`src/hdl/timer_event_counter_defines.svh`:
```
// Register offsets, field positions, reset values and counts of the timer.
`ifndef TIMER_EVENT_COUNTER_DEFINES_SVH
`define TIMER_EVENT_COUNTER_DEFINES_SVH
`define CNT_HIGH_IDX    8'h0F
`define CNT_LOW_IDX     8'h10
`define CNT_CTRL_IDX    8'h11
`define IRQ_CTRL_IDX    8'h12
`define CNT_HIGH_ADDR   8'h3C
`define CNT_LOW_ADDR    8'h40
`define CNT_CTRL_ADDR   8'h44
`define IRQ_CTRL_ADDR   8'h48
`define CTRL_MODE_LSB   6
`define CTRL_ON_BIT     4
`define CTRL_EDGE_BIT   3
`define IRQ_FLAG_BIT    6
`define IRQ_EN_BIT      2
`define COUNT_RESET     16'h0000
`define BYTE_RESET      8'h00
`define COUNT_MAX       16'hFFFF
`define SYS_DIVIDE      4
`define PRESCALE_LAST   2'h3
`endif

```
`src/hdl/timer_event_counter_pkg.sv`:
```
// Types shared by the timer/event counter and its bench.
`default_nettype none
package timer_event_counter_pkg;
  typedef enum logic [1:0] {
    MODE_OFF   = 2'b00,
    MODE_EVENT = 2'b01,
    MODE_TIMER = 2'b10,
    MODE_PULSE = 2'b11
  } mode_t;
  typedef enum logic [1:0] {
    PW_IDLE  = 2'b00,
    PW_WAIT  = 2'b01,
    PW_COUNT = 2'b11,
    PW_DONE  = 2'b10
  } pw_state_t;
  typedef struct packed {
    logic        psel;
    logic        penable;
    logic        pwrite;
    logic [7:0]  paddr;
    logic [31:0] pwdata;
  } apb_req_t;
  typedef struct packed {
    logic        pready;
    logic [31:0] prdata;
    logic        pslverr;
  } apb_rsp_t;
  typedef struct packed {
    logic      pinMeta;
    logic      pinSync;
    logic      pinPrev;
    logic [1:0] prescale;
    logic [15:0] count;
    logic [15:0] preload;
    logic [7:0] lowBuf;
    mode_t     mode;
    logic      edgeFall;
    logic      countOn;
    logic      flag;
    logic      irqEnable;
    pw_state_t pwState;
    apb_rsp_t  rsp;
    logic      irq;
    logic      wake;
  } state_t;
endpackage : timer_event_counter_pkg
`default_nettype wire

```
`src/hdl/timer_event_counter_16bit.sv`:
```
// Sixteen-bit timer/event counter with an APB register slave.
//
// Operation
// - 16-bit up counter, pin edges or clock/4.
// - Low-byte write only fills low buffer.
// - High-byte write loads preload with buffer.
// - High-byte read returns count, captures low.
// - Low-byte read returns the low buffer.
// - Mode field bits 7:6 select mode.
// - Control bit 3 picks rising or falling.
// - Control bit 4 enables counting.
// - Control bits 2:0 and 5 read zero.
// - Count to FFFFH, then reload preload.
// - Overflow sets request flag with reload.
// - Pulse mode counts one level, clears enable.
// - Pulse mode keeps result until re-enabled.
// - Pulse mode starts on an edge only.
// - Pulse mode overflow reloads and requests.
// - Hardware clears enable only in pulse mode.
// - Overflow wakes the halted core.
// - Cleared interrupt enable blocks the interrupt.
// - Preload write while stopped loads counter.
// - Preload write while running waits reload.
// - High-byte read blocks the counting clock.
// - Pulse width counts in clock/4 units.
`timescale 1ns/1ps
`include "timer_event_counter_defines.svh"
`default_nettype none

module timer_event_counter_16bit (
  // Clock and reset.
  input  wire logic                            mclk,
  input  wire logic                            rst_n,
  // Register bus.
  input  wire timer_event_counter_pkg::apb_req_t apbReq,
  output var  timer_event_counter_pkg::apb_rsp_t apbRsp,
  // Timer input pin, asynchronous to mclk.
  input  wire logic                            timerInputPin,
  // Requests towards the core.
  output logic                                 overflowIrq,
  output logic                                 wakeRequest
);

  timer_event_counter_pkg::state_t cur;
  timer_event_counter_pkg::state_t next_cur;

  // Decodes one register word address.
  function automatic logic regHit(input logic [7:0] addr,
                                  input logic [7:0] regAddr);
    regHit = (addr == regAddr);
  endfunction : regHit

  // Tells whether an address belongs to the register map.
  function automatic logic mapped(input logic [7:0] addr);
    mapped = regHit(addr, `CNT_HIGH_ADDR) | regHit(addr, `CNT_LOW_ADDR) |
             regHit(addr, `CNT_CTRL_ADDR) | regHit(addr, `IRQ_CTRL_ADDR);
  endfunction : mapped

  // Bus phases: take is the first access cycle, done the completing one.
  logic take;
  logic done;
  logic doneWrite;
  logic takeRead;
  logic highReadTake;
  logic ctrlWrite;
  logic preloadWrite;
  assign take = apbReq.psel & apbReq.penable & ~cur.rsp.pready;
  assign done = apbReq.psel & apbReq.penable & cur.rsp.pready;
  assign doneWrite = done & apbReq.pwrite & mapped(apbReq.paddr);
  assign takeRead = take & ~apbReq.pwrite;
  assign highReadTake = takeRead & regHit(apbReq.paddr, `CNT_HIGH_ADDR);
  assign ctrlWrite = doneWrite & regHit(apbReq.paddr, `CNT_CTRL_ADDR);
  assign preloadWrite = doneWrite & regHit(apbReq.paddr, `CNT_HIGH_ADDR);

  // Edge detection works on the second synchroniser stage only.
  logic riseSeen;
  logic fallSeen;
  logic activeEdge;
  logic returnEdge;
  logic divTick;
  assign riseSeen = cur.pinSync & ~cur.pinPrev;
  assign fallSeen = ~cur.pinSync & cur.pinPrev;
  assign activeEdge = cur.edgeFall ? fallSeen : riseSeen;
  assign returnEdge = cur.edgeFall ? riseSeen : fallSeen;
  assign divTick = (cur.prescale == `PRESCALE_LAST);

  // Count tick per mode; a high-byte read holds it off for consistency.
  logic tick;
  always_comb begin
    tick = 1'b0;
    if (cur.countOn && !highReadTake) begin
      unique case (cur.mode)
        timer_event_counter_pkg::MODE_EVENT: tick = activeEdge;
        timer_event_counter_pkg::MODE_TIMER: tick = divTick;
        timer_event_counter_pkg::MODE_PULSE: begin
          tick = divTick &&
                 (cur.pwState == timer_event_counter_pkg::PW_COUNT) &&
                 !returnEdge;
        end
        timer_event_counter_pkg::MODE_OFF:   tick = 1'b0;
      endcase
    end
  end

  logic overflow;
  assign overflow = tick && (cur.count == `COUNT_MAX);

  // Next-state logic for the whole block.
  always_comb begin
    next_cur = cur;
    // Two-stage pin synchroniser, then the edge history flop.
    next_cur.pinMeta = timerInputPin;
    next_cur.pinSync = cur.pinMeta;
    next_cur.pinPrev = cur.pinSync;
    // The divider runs freely so clock/4 phases are not tied to enables.
    next_cur.prescale = cur.prescale + 2'h1;
    next_cur.wake = 1'b0;

    // Counting, with reload on overflow.
    if (overflow) begin
      next_cur.count = cur.preload;
      next_cur.flag = 1'b1;
      next_cur.wake = 1'b1;
    end else if (tick) begin
      next_cur.count = cur.count + 16'h0001;
    end

    // Pulse-width sequencer.
    if (cur.mode != timer_event_counter_pkg::MODE_PULSE || !cur.countOn) begin
      if (cur.pwState != timer_event_counter_pkg::PW_DONE || cur.countOn) begin
        next_cur.pwState = timer_event_counter_pkg::PW_IDLE;
      end
    end else begin
      unique case (cur.pwState)
        timer_event_counter_pkg::PW_IDLE,
        timer_event_counter_pkg::PW_DONE: begin
          // A fresh enable arms the sequencer; a level alone starts nothing.
          next_cur.pwState = timer_event_counter_pkg::PW_WAIT;
        end
        timer_event_counter_pkg::PW_WAIT: begin
          if (activeEdge) begin
            next_cur.pwState = timer_event_counter_pkg::PW_COUNT;
          end
        end
        timer_event_counter_pkg::PW_COUNT: begin
          if (returnEdge) begin
            next_cur.pwState = timer_event_counter_pkg::PW_DONE;
            next_cur.countOn = 1'b0;
          end
        end
      endcase
    end

    // Bus response: one wait cycle, then pready for exactly one cycle.
    next_cur.rsp.pready = take;
    next_cur.rsp.pslverr = take & ~mapped(apbReq.paddr);
    if (take) begin
      next_cur.rsp.prdata = 32'h0000_0000;
    end
    if (takeRead) begin
      if (regHit(apbReq.paddr, `CNT_HIGH_ADDR)) begin
        next_cur.rsp.prdata[7:0] = cur.count[15:8];
        next_cur.lowBuf = cur.count[7:0];
      end else if (regHit(apbReq.paddr, `CNT_LOW_ADDR)) begin
        next_cur.rsp.prdata[7:0] = cur.lowBuf;
      end else if (regHit(apbReq.paddr, `CNT_CTRL_ADDR)) begin
        // Unused control bits keep the zero loaded into prdata at take.
        next_cur.rsp.prdata[7:6] = cur.mode;
        next_cur.rsp.prdata[`CTRL_ON_BIT] = cur.countOn;
        next_cur.rsp.prdata[`CTRL_EDGE_BIT] = cur.edgeFall;
      end else if (regHit(apbReq.paddr, `IRQ_CTRL_ADDR)) begin
        next_cur.rsp.prdata[`IRQ_FLAG_BIT] = cur.flag;
        next_cur.rsp.prdata[`IRQ_EN_BIT] = cur.irqEnable;
      end
    end

    // Register writes take effect on the completing edge.
    if (doneWrite) begin
      if (regHit(apbReq.paddr, `CNT_LOW_ADDR)) begin
        next_cur.lowBuf = apbReq.pwdata[7:0];
      end
      if (preloadWrite) begin
        next_cur.preload = {apbReq.pwdata[7:0], cur.lowBuf};
        if (!cur.countOn) begin
          next_cur.count = {apbReq.pwdata[7:0], cur.lowBuf};
        end
      end
      if (ctrlWrite) begin
        // A software write wins over the automatic enable clear.
        next_cur.mode = timer_event_counter_pkg::mode_t'(
          apbReq.pwdata[`CTRL_MODE_LSB+1:`CTRL_MODE_LSB]);
        next_cur.countOn = apbReq.pwdata[`CTRL_ON_BIT];
        next_cur.edgeFall = apbReq.pwdata[`CTRL_EDGE_BIT];
      end
      if (regHit(apbReq.paddr, `IRQ_CTRL_ADDR)) begin
        next_cur.irqEnable = apbReq.pwdata[`IRQ_EN_BIT];
        // Set beats clear, so an overflow in this cycle is not lost.
        next_cur.flag = apbReq.pwdata[`IRQ_FLAG_BIT] | overflow;
      end
    end

    next_cur.irq = next_cur.flag & next_cur.irqEnable;
  end

  // State register; reset values are constants only.
  always_ff @(posedge mclk or negedge rst_n) begin
    if (!rst_n) begin
      cur.pinMeta   <= 1'b0;
      cur.pinSync   <= 1'b0;
      cur.pinPrev   <= 1'b0;
      cur.prescale  <= 2'h0;
      cur.count     <= `COUNT_RESET;
      cur.preload   <= `COUNT_RESET;
      cur.lowBuf    <= `BYTE_RESET;
      cur.mode      <= timer_event_counter_pkg::MODE_OFF;
      cur.edgeFall  <= 1'b0;
      cur.countOn   <= 1'b0;
      cur.flag      <= 1'b0;
      cur.irqEnable <= 1'b0;
      cur.pwState   <= timer_event_counter_pkg::PW_IDLE;
      cur.rsp       <= '0;
      cur.irq       <= 1'b0;
      cur.wake      <= 1'b0;
    end else begin
      cur <= next_cur;
    end
  end

  // Outputs straight from the state register.
  assign apbRsp = cur.rsp;
  assign overflowIrq = cur.irq;
  assign wakeRequest = cur.wake;
endmodule : timer_event_counter_16bit

`default_nettype wire

```
`config.mk`:
```
export PLATFORM = sky130hd
export DESIGN_NAME = timer_event_counter_16bit
export DESIGN_NICKNAME = d
export VERILOG_FILES = /design/src/hdl/timer_event_counter_pkg.sv /design/src/hdl/timer_event_counter_16bit.sv
export VERILOG_INCLUDE_DIRS = /design/src /design/src/hdl
export SDC_FILE = /design/constraint.sdc
export NUM_CORES = 1
export LEC_CHECK = 0
export BUFFER_PORTS_ARGS = -buffer_cell sky130_fd_sc_hd__buf_4
export CORE_ASPECT_RATIO = 1.2
export CORE_MARGIN = 8
export CORE_UTILIZATION = 49
export CTS_BUF_LIST = sky130_fd_sc_hd__clkbuf_16
export DETAILED_ROUTE_END_ITERATION = 12
export MAX_ROUTING_LAYER = met4
export PLACE_DENSITY_LB_ADDON = 0.15
export SYNTH_ARGS = -nofsm -noshare
export SYNTH_HDL_FRONTEND = slang
export SYNTH_SLANG_ARGS = --single-unit
```
`constraint.sdc`:
```
create_clock -name mclk -period 1.8 [get_ports mclk]
set_input_delay 0.18 -clock mclk [delete_from_list [all_inputs] [get_ports mclk]]
set_output_delay 0.18 -clock mclk [all_outputs]
set_load 0.02 [all_outputs]
```
* Yosys cells after proc, flatten, opt, wreduce, memory -nomap -nowiden
Cells that the tools add are included.
Operators by class: add/subtract/negate cells 2, $mul 0, divide/modulo/power cells 0, $lt $le $gt $ge 0, eq/ne operators 17, shift operators 0, muxes and demuxes 37, bitwise operators 22, reductions and logical operators 15
Operator list (number):
- 2-to-1 mux 16 bit | 3
- 2-to-1 mux 8 bit | 6
- 2-to-1 mux 46 bit | 1
- 2-to-1 mux 32 bit | 1
- equality test 8 x 7 -> 1 bit, second input constant | 3
- adder 16 x 1 -> 16 bit, second input constant | 1
- equality test 16 bit, second input constant | 1
- 2-to-1 mux 2 bit | 8
- 2-to-1 mux 1 bit | 14
- bitwise AND 1 bit | 13
- equality test 2 bit, second input constant | 5
- equality test 8 x 6 -> 1 bit, second input constant | 1
- one-hot mux 2 bit (3 select lines) | 1
- inverter 1 bit | 5
- equality test 2 x 1 -> 1 bit, second input constant | 2
- logical AND 1 bit | 4
- logical NOT 2 bit | 2
- 2-to-1 mux 4 bit | 1
- != test 2 bit, second input constant | 2
- bitwise OR 1 bit | 4
- one-hot mux 1 bit (4 select lines) | 1
- AND reduction 2 bit | 2
- logical NOT 1 bit | 3
- 2-to-1 mux 3 bit | 1
- other kinds (7) | 8
Storage, ports and cells: register bits after elaboration 65, bits in latches 0, bits in writable memories 0, bits in read-only memories 0, input bits 46, output and inout port bits 36, logic and storage cells 111, memories 0

* Depth between registers and ports, before layout
depth after elaboration 13, depth in mapped cells 8, gate-level depth less buffers 7

* Worst setup path before layout
OpenSTA, ideal clock, no wires.
path kind register to register, start register cur[68] in the netlist's numbering, end register cur[68] in the netlist's numbering, setup time 121 ps, arrival time 1837 ps, required time 1679 ps, path slack -158 ps, cell stages (with the launch flop) 9, path buffers 1, period minus slack after synthesis 1958 ps, cells stage by stage dfrtp_1 ha_1 nand4_2 or2_1 buf_6 or3_4 nor4_1 a31o_2 o21ai_1
RTL lines:
- start: declaration | RTL line timer_event_counter_16bit.sv:44 | timer_event_counter_pkg::state_t cur;
- start signal: assignment | RTL line timer_event_counter_16bit.sv:225 | cur <= next_cur;

==> results.sh <==
export IMPL_cts_sinks=65
export IMPL_grt_pass1_wl_mm=16.9
export IMPL_drive_above_1_share_pct=45.3
export IMPL_netlist_area_um2=3690
export IMPL_overflow=0
export IMPL_wl_mm=10.5
export IMPL_switching_share_pct=23.7
export IMPL_max_slew_margin_rel_pct=43.1
export IMPL_p_switching_uw=814
export IMPL_dieArea_um2=10600
export IMPL_nNetsFinal=518
export IMPL_reg2reg_from="cur[68]$_DFF_PN0_"
export IMPL_violations="negative setup slack"
export IMPL_sequentialPowerShare_pct=43.1
export IMPL_synth_seq_cells=65
export IMPL_crit_buf_inv=1
export IMPL_rows=34
export IMPL_via_count=3157
export IMPL_whs_ns=0.0707
export IMPL_max_slew_worst_pin_slew_ns=0.854
export IMPL_r2r_slack_ns=-0.11
export IMPL_rr_endpoint="cur[75]$_DFF_PN0_"
export IMPL_p_int_uw=2620
export IMPL_mostFrequentLayoutCells="109 x buf_4, 60 x dfrtp_1, 43 x nand2_1"
export IMPL_synth_top_area_share_pct=44.1
export IMPL_synth_edf_count=0
export IMPL_powerDensity_nw_per_um2=670
export IMPL_multi_input_area_um2=2060
export IMPL_htreeDepth=3
export IMPL_ys_async_sr_fraction_pct=100
export IMPL_port_buffers=33
export IMPL_hp_class="input port to flip-flop"
export IMPL_slew_viol_final=0
export IMPL_drt_drc_violations_left=0
export IMPL_setup_viol=12
export IMPL_status="finished, violations left"
export IMPL_crit_arrival_ns=2.15
export IMPL_holdCritStartpoint="apbReq[5]"
export IMPL_end_kind="flip-flop"
export IMPL_worst_path_max_fanout=4
export IMPL_fp_dieH_um=111
export IMPL_nFillCells=547
export IMPL_cts_tree="built"
export IMPL_hold_violations=0
export IMPL_area_delta_synth_final_pct=38.8
export IMPL_holdPathStages=3
export IMPL_required_ns=2.04
export IMPL_p_leak_uw=0.00246
export IMPL_die_width_um=95.2
export IMPL_final_common_cell="buf_4"
export IMPL_cp_start_kind="flip-flop"
export IMPL_synth_cell_types=62
export IMPL_drtIter0Drc=185
export IMPL_worstSetupPathType="flip-flop to flip-flop"
export IMPL_hold_end="cur[49]$_DFF_PN0_"
export IMPL_ys_seq_area_share_pct=44.1
export IMPL_dr_pass1_iters=4
export IMPL_layout_min_cycle_time_ns=1.91
export IMPL_numCtsBuffers=9
export IMPL_skew_ns=0.00876
export IMPL_yosys_most_used_dff="dfrtp_1"
export IMPL_clockBufferDepth=2
export IMPL_maxCapViolCount=0
export IMPL_num_io_pins=82
export IMPL_pwr_share_comb_pct=6.1
export IMPL_critical_path_top_delay_family="simple AND/OR/NAND/NOR gates"
export IMPL_rsz0062_at_grt="yes"
export IMPL_hpwl_mm=7.44
export IMPL_root_buffer="clkbuf_16"
export IMPL_diodes=0
export IMPL_critPathSlowestCell="or3_4"
export IMPL_grt_max_degree=66
export IMPL_routedWlPerCell_um=18.6
export IMPL_reg2reg_depth=8
export IMPL_grt_usage_pct=21.0
export IMPL_p_total_uw=3430
export IMPL_syn_avg_cell_area_um2=10.2
export IMPL_cpPeakStageDelay_ns=0.43
export IMPL_seq_area_um2=1630
export IMPL_p_clk_share_pct=50.8
export IMPL_worstSkewPairLatency_ns=0.33
export IMPL_core_region_area_um2=7270
export IMPL_clk_pin_slew_worst_paths_ns=0.06
export IMPL_syn_inst=363
export IMPL_vias_per_cell=5.59
export IMPL_final_antenna_net_count=0
export IMPL_period_share_pct=106
export IMPL_grt_pass1_vias=3292
export IMPL_ys_top_cells_by_area="dfrtp_1 44%, buf_4 6.9%, mux2_2 6.7%"
export IMPL_start_util_pct=50.7
export IMPL_max_vdd_ir_drop_uv=630
export IMPL_max_freq_mhz=525
export IMPL_yosys_warnings=0
export IMPL_antenna_found_initial=0
export IMPL_synth_largest_area_cell="dfrtp_1"
export IMPL_worst_slack_ns=-0.106
export IMPL_place_congestion=0.909
export IMPL_crit_chain="ha_4, nand4_4, or2_4, buf_6, or3_4, nand3_4, o32ai_4, o31ai_2"
## cell type report
cell class	instances	share of cell area, %
multi-input combinational	264	40.2
clock buffer	9	4.40
tap	90	2.20
timing repair buffer	121	19.3
clock inverter	7	1.39
inverter	9	0.660
sequential	65	31.9
## metal layers
layer | routed length (um) | global-route usage (%)
met1 | 4330 | 25.6
met2 | 5330 | 33.5
met5 | 0 | -
met4 | 211 | 7.52
met3 | 651 | 4.07
## through the flow
stage	setup WS (ns)	TNS [ns]	instances	area [um2]	util (%)
3_5_place_dp	-0.196	-1.85	536	4420	60.7
6_report	-0.106	-0.685	565	5120	70.4
2_1_floorplan	-0.0294	-0.0640	386	3810	-
5_1_grt	-0.197	-2.05	565	5120	70.4
4_1_cts	-0.0803	-0.428	559	4890	67.3
3_3_place_gp	-0.121	-0.970	536	4420	60.7
## what timing repair did
action	in CTS	in global routing
setup endpoints to repair	17	17
pin swaps	13	13
buffers inserted	5	7
hold endpoints to repair	57	0
hold buffers	2	0
gates resized for setup	29	35
## tightest hold or removal path, cell delays in order
cell,delay [ns]
buf_4,0.09
nand2_1,0.04
o21ai_0,0.06
## worst max path at each step
| stage | slack [ns] | to | cells after the start | startpoint |
|---|---|---|---|---|
| after floorplan | -0.03 | cur[75]$_DFF_PN0_ | 8 | cur[69]$_DFF_PN0_ |
| after global placement | -0.12 | cur[68]$_DFF_PN0_ | 7 | cur[87]$_DFF_PN0_ |
| after detailed placement | -0.20 | cur[80]$_DFF_PN0_ | 7 | cur[86]$_DFF_PN0_ |
| after CTS | -0.08 | cur[68]$_DFF_PN0_ | 7 | cur[87]$_DFF_PN0_ |
| after global routing | -0.20 | cur[75]$_DFF_PN0_ | 8 | cur[68]$_DFF_PN0_ |
| final | -0.11 | cur[75]$_DFF_PN0_ | 8 | cur[68]$_DFF_PN0_ |
## cell usage after synthesis, types with 2 or more instances
cell type	n
dfrtp_1	65
o32ai_1	3
buf_6	4
nor3b_1	2
a22o_1	2
clkbuf_8	2
o21bai_1	2
buf_4	34
o31ai_2	2
inv_1	9
and2_1	2
nor4_1	5
a211oi_1	5
o21ai_0	23
a22oi_1	6
o221ai_1	2
a31oi_1	8
a21o_1	7
nor4b_1	3
a21oi_1	6
buf_2	6
clkbuf_1	2
nand4_2	2
nor3_1	3
and3_1	4
o21ai_1	3
nor2_1	13
nand4_1	7
a31o_2	2
mux2i_1	19
nand2_1	44
mux2_2	22
nand3_1	13
or2_2	2
ha_1	2
## flip-flops by register name (all words and copies together) (netlist names)
signal       flops
apbRsp          10
cur             53
overflowIrq      1
wakeRequest      1
## power groups by stage
stage / combinational, uW / sequential [uW] / clock, uW
CTS: 198 / 1480 / 1760
finish: 210 / 1480 / 1740
detailed placement: 189 / 1500 / 0
global route: 228 / 1480 / 1820
floorplan: 122 / 1500 / 0
global placement: 186 / 1500 / 0
## cells by family after synthesis
logic type,after synthesis,synth area share (%)
multiplexers,41,11.9
other,1,0.102
AO/OA/AOI/OAI,80,14.7
adder cells (fa/ha/maj),2,0.679
AND/OR/NAND/NOR,116,17.5
flip-flops,65,44.1
buffers and inverters,57,10.8
XOR/XNOR,1,0.238
Note: power is estimated with default switching activity, not from simulation.
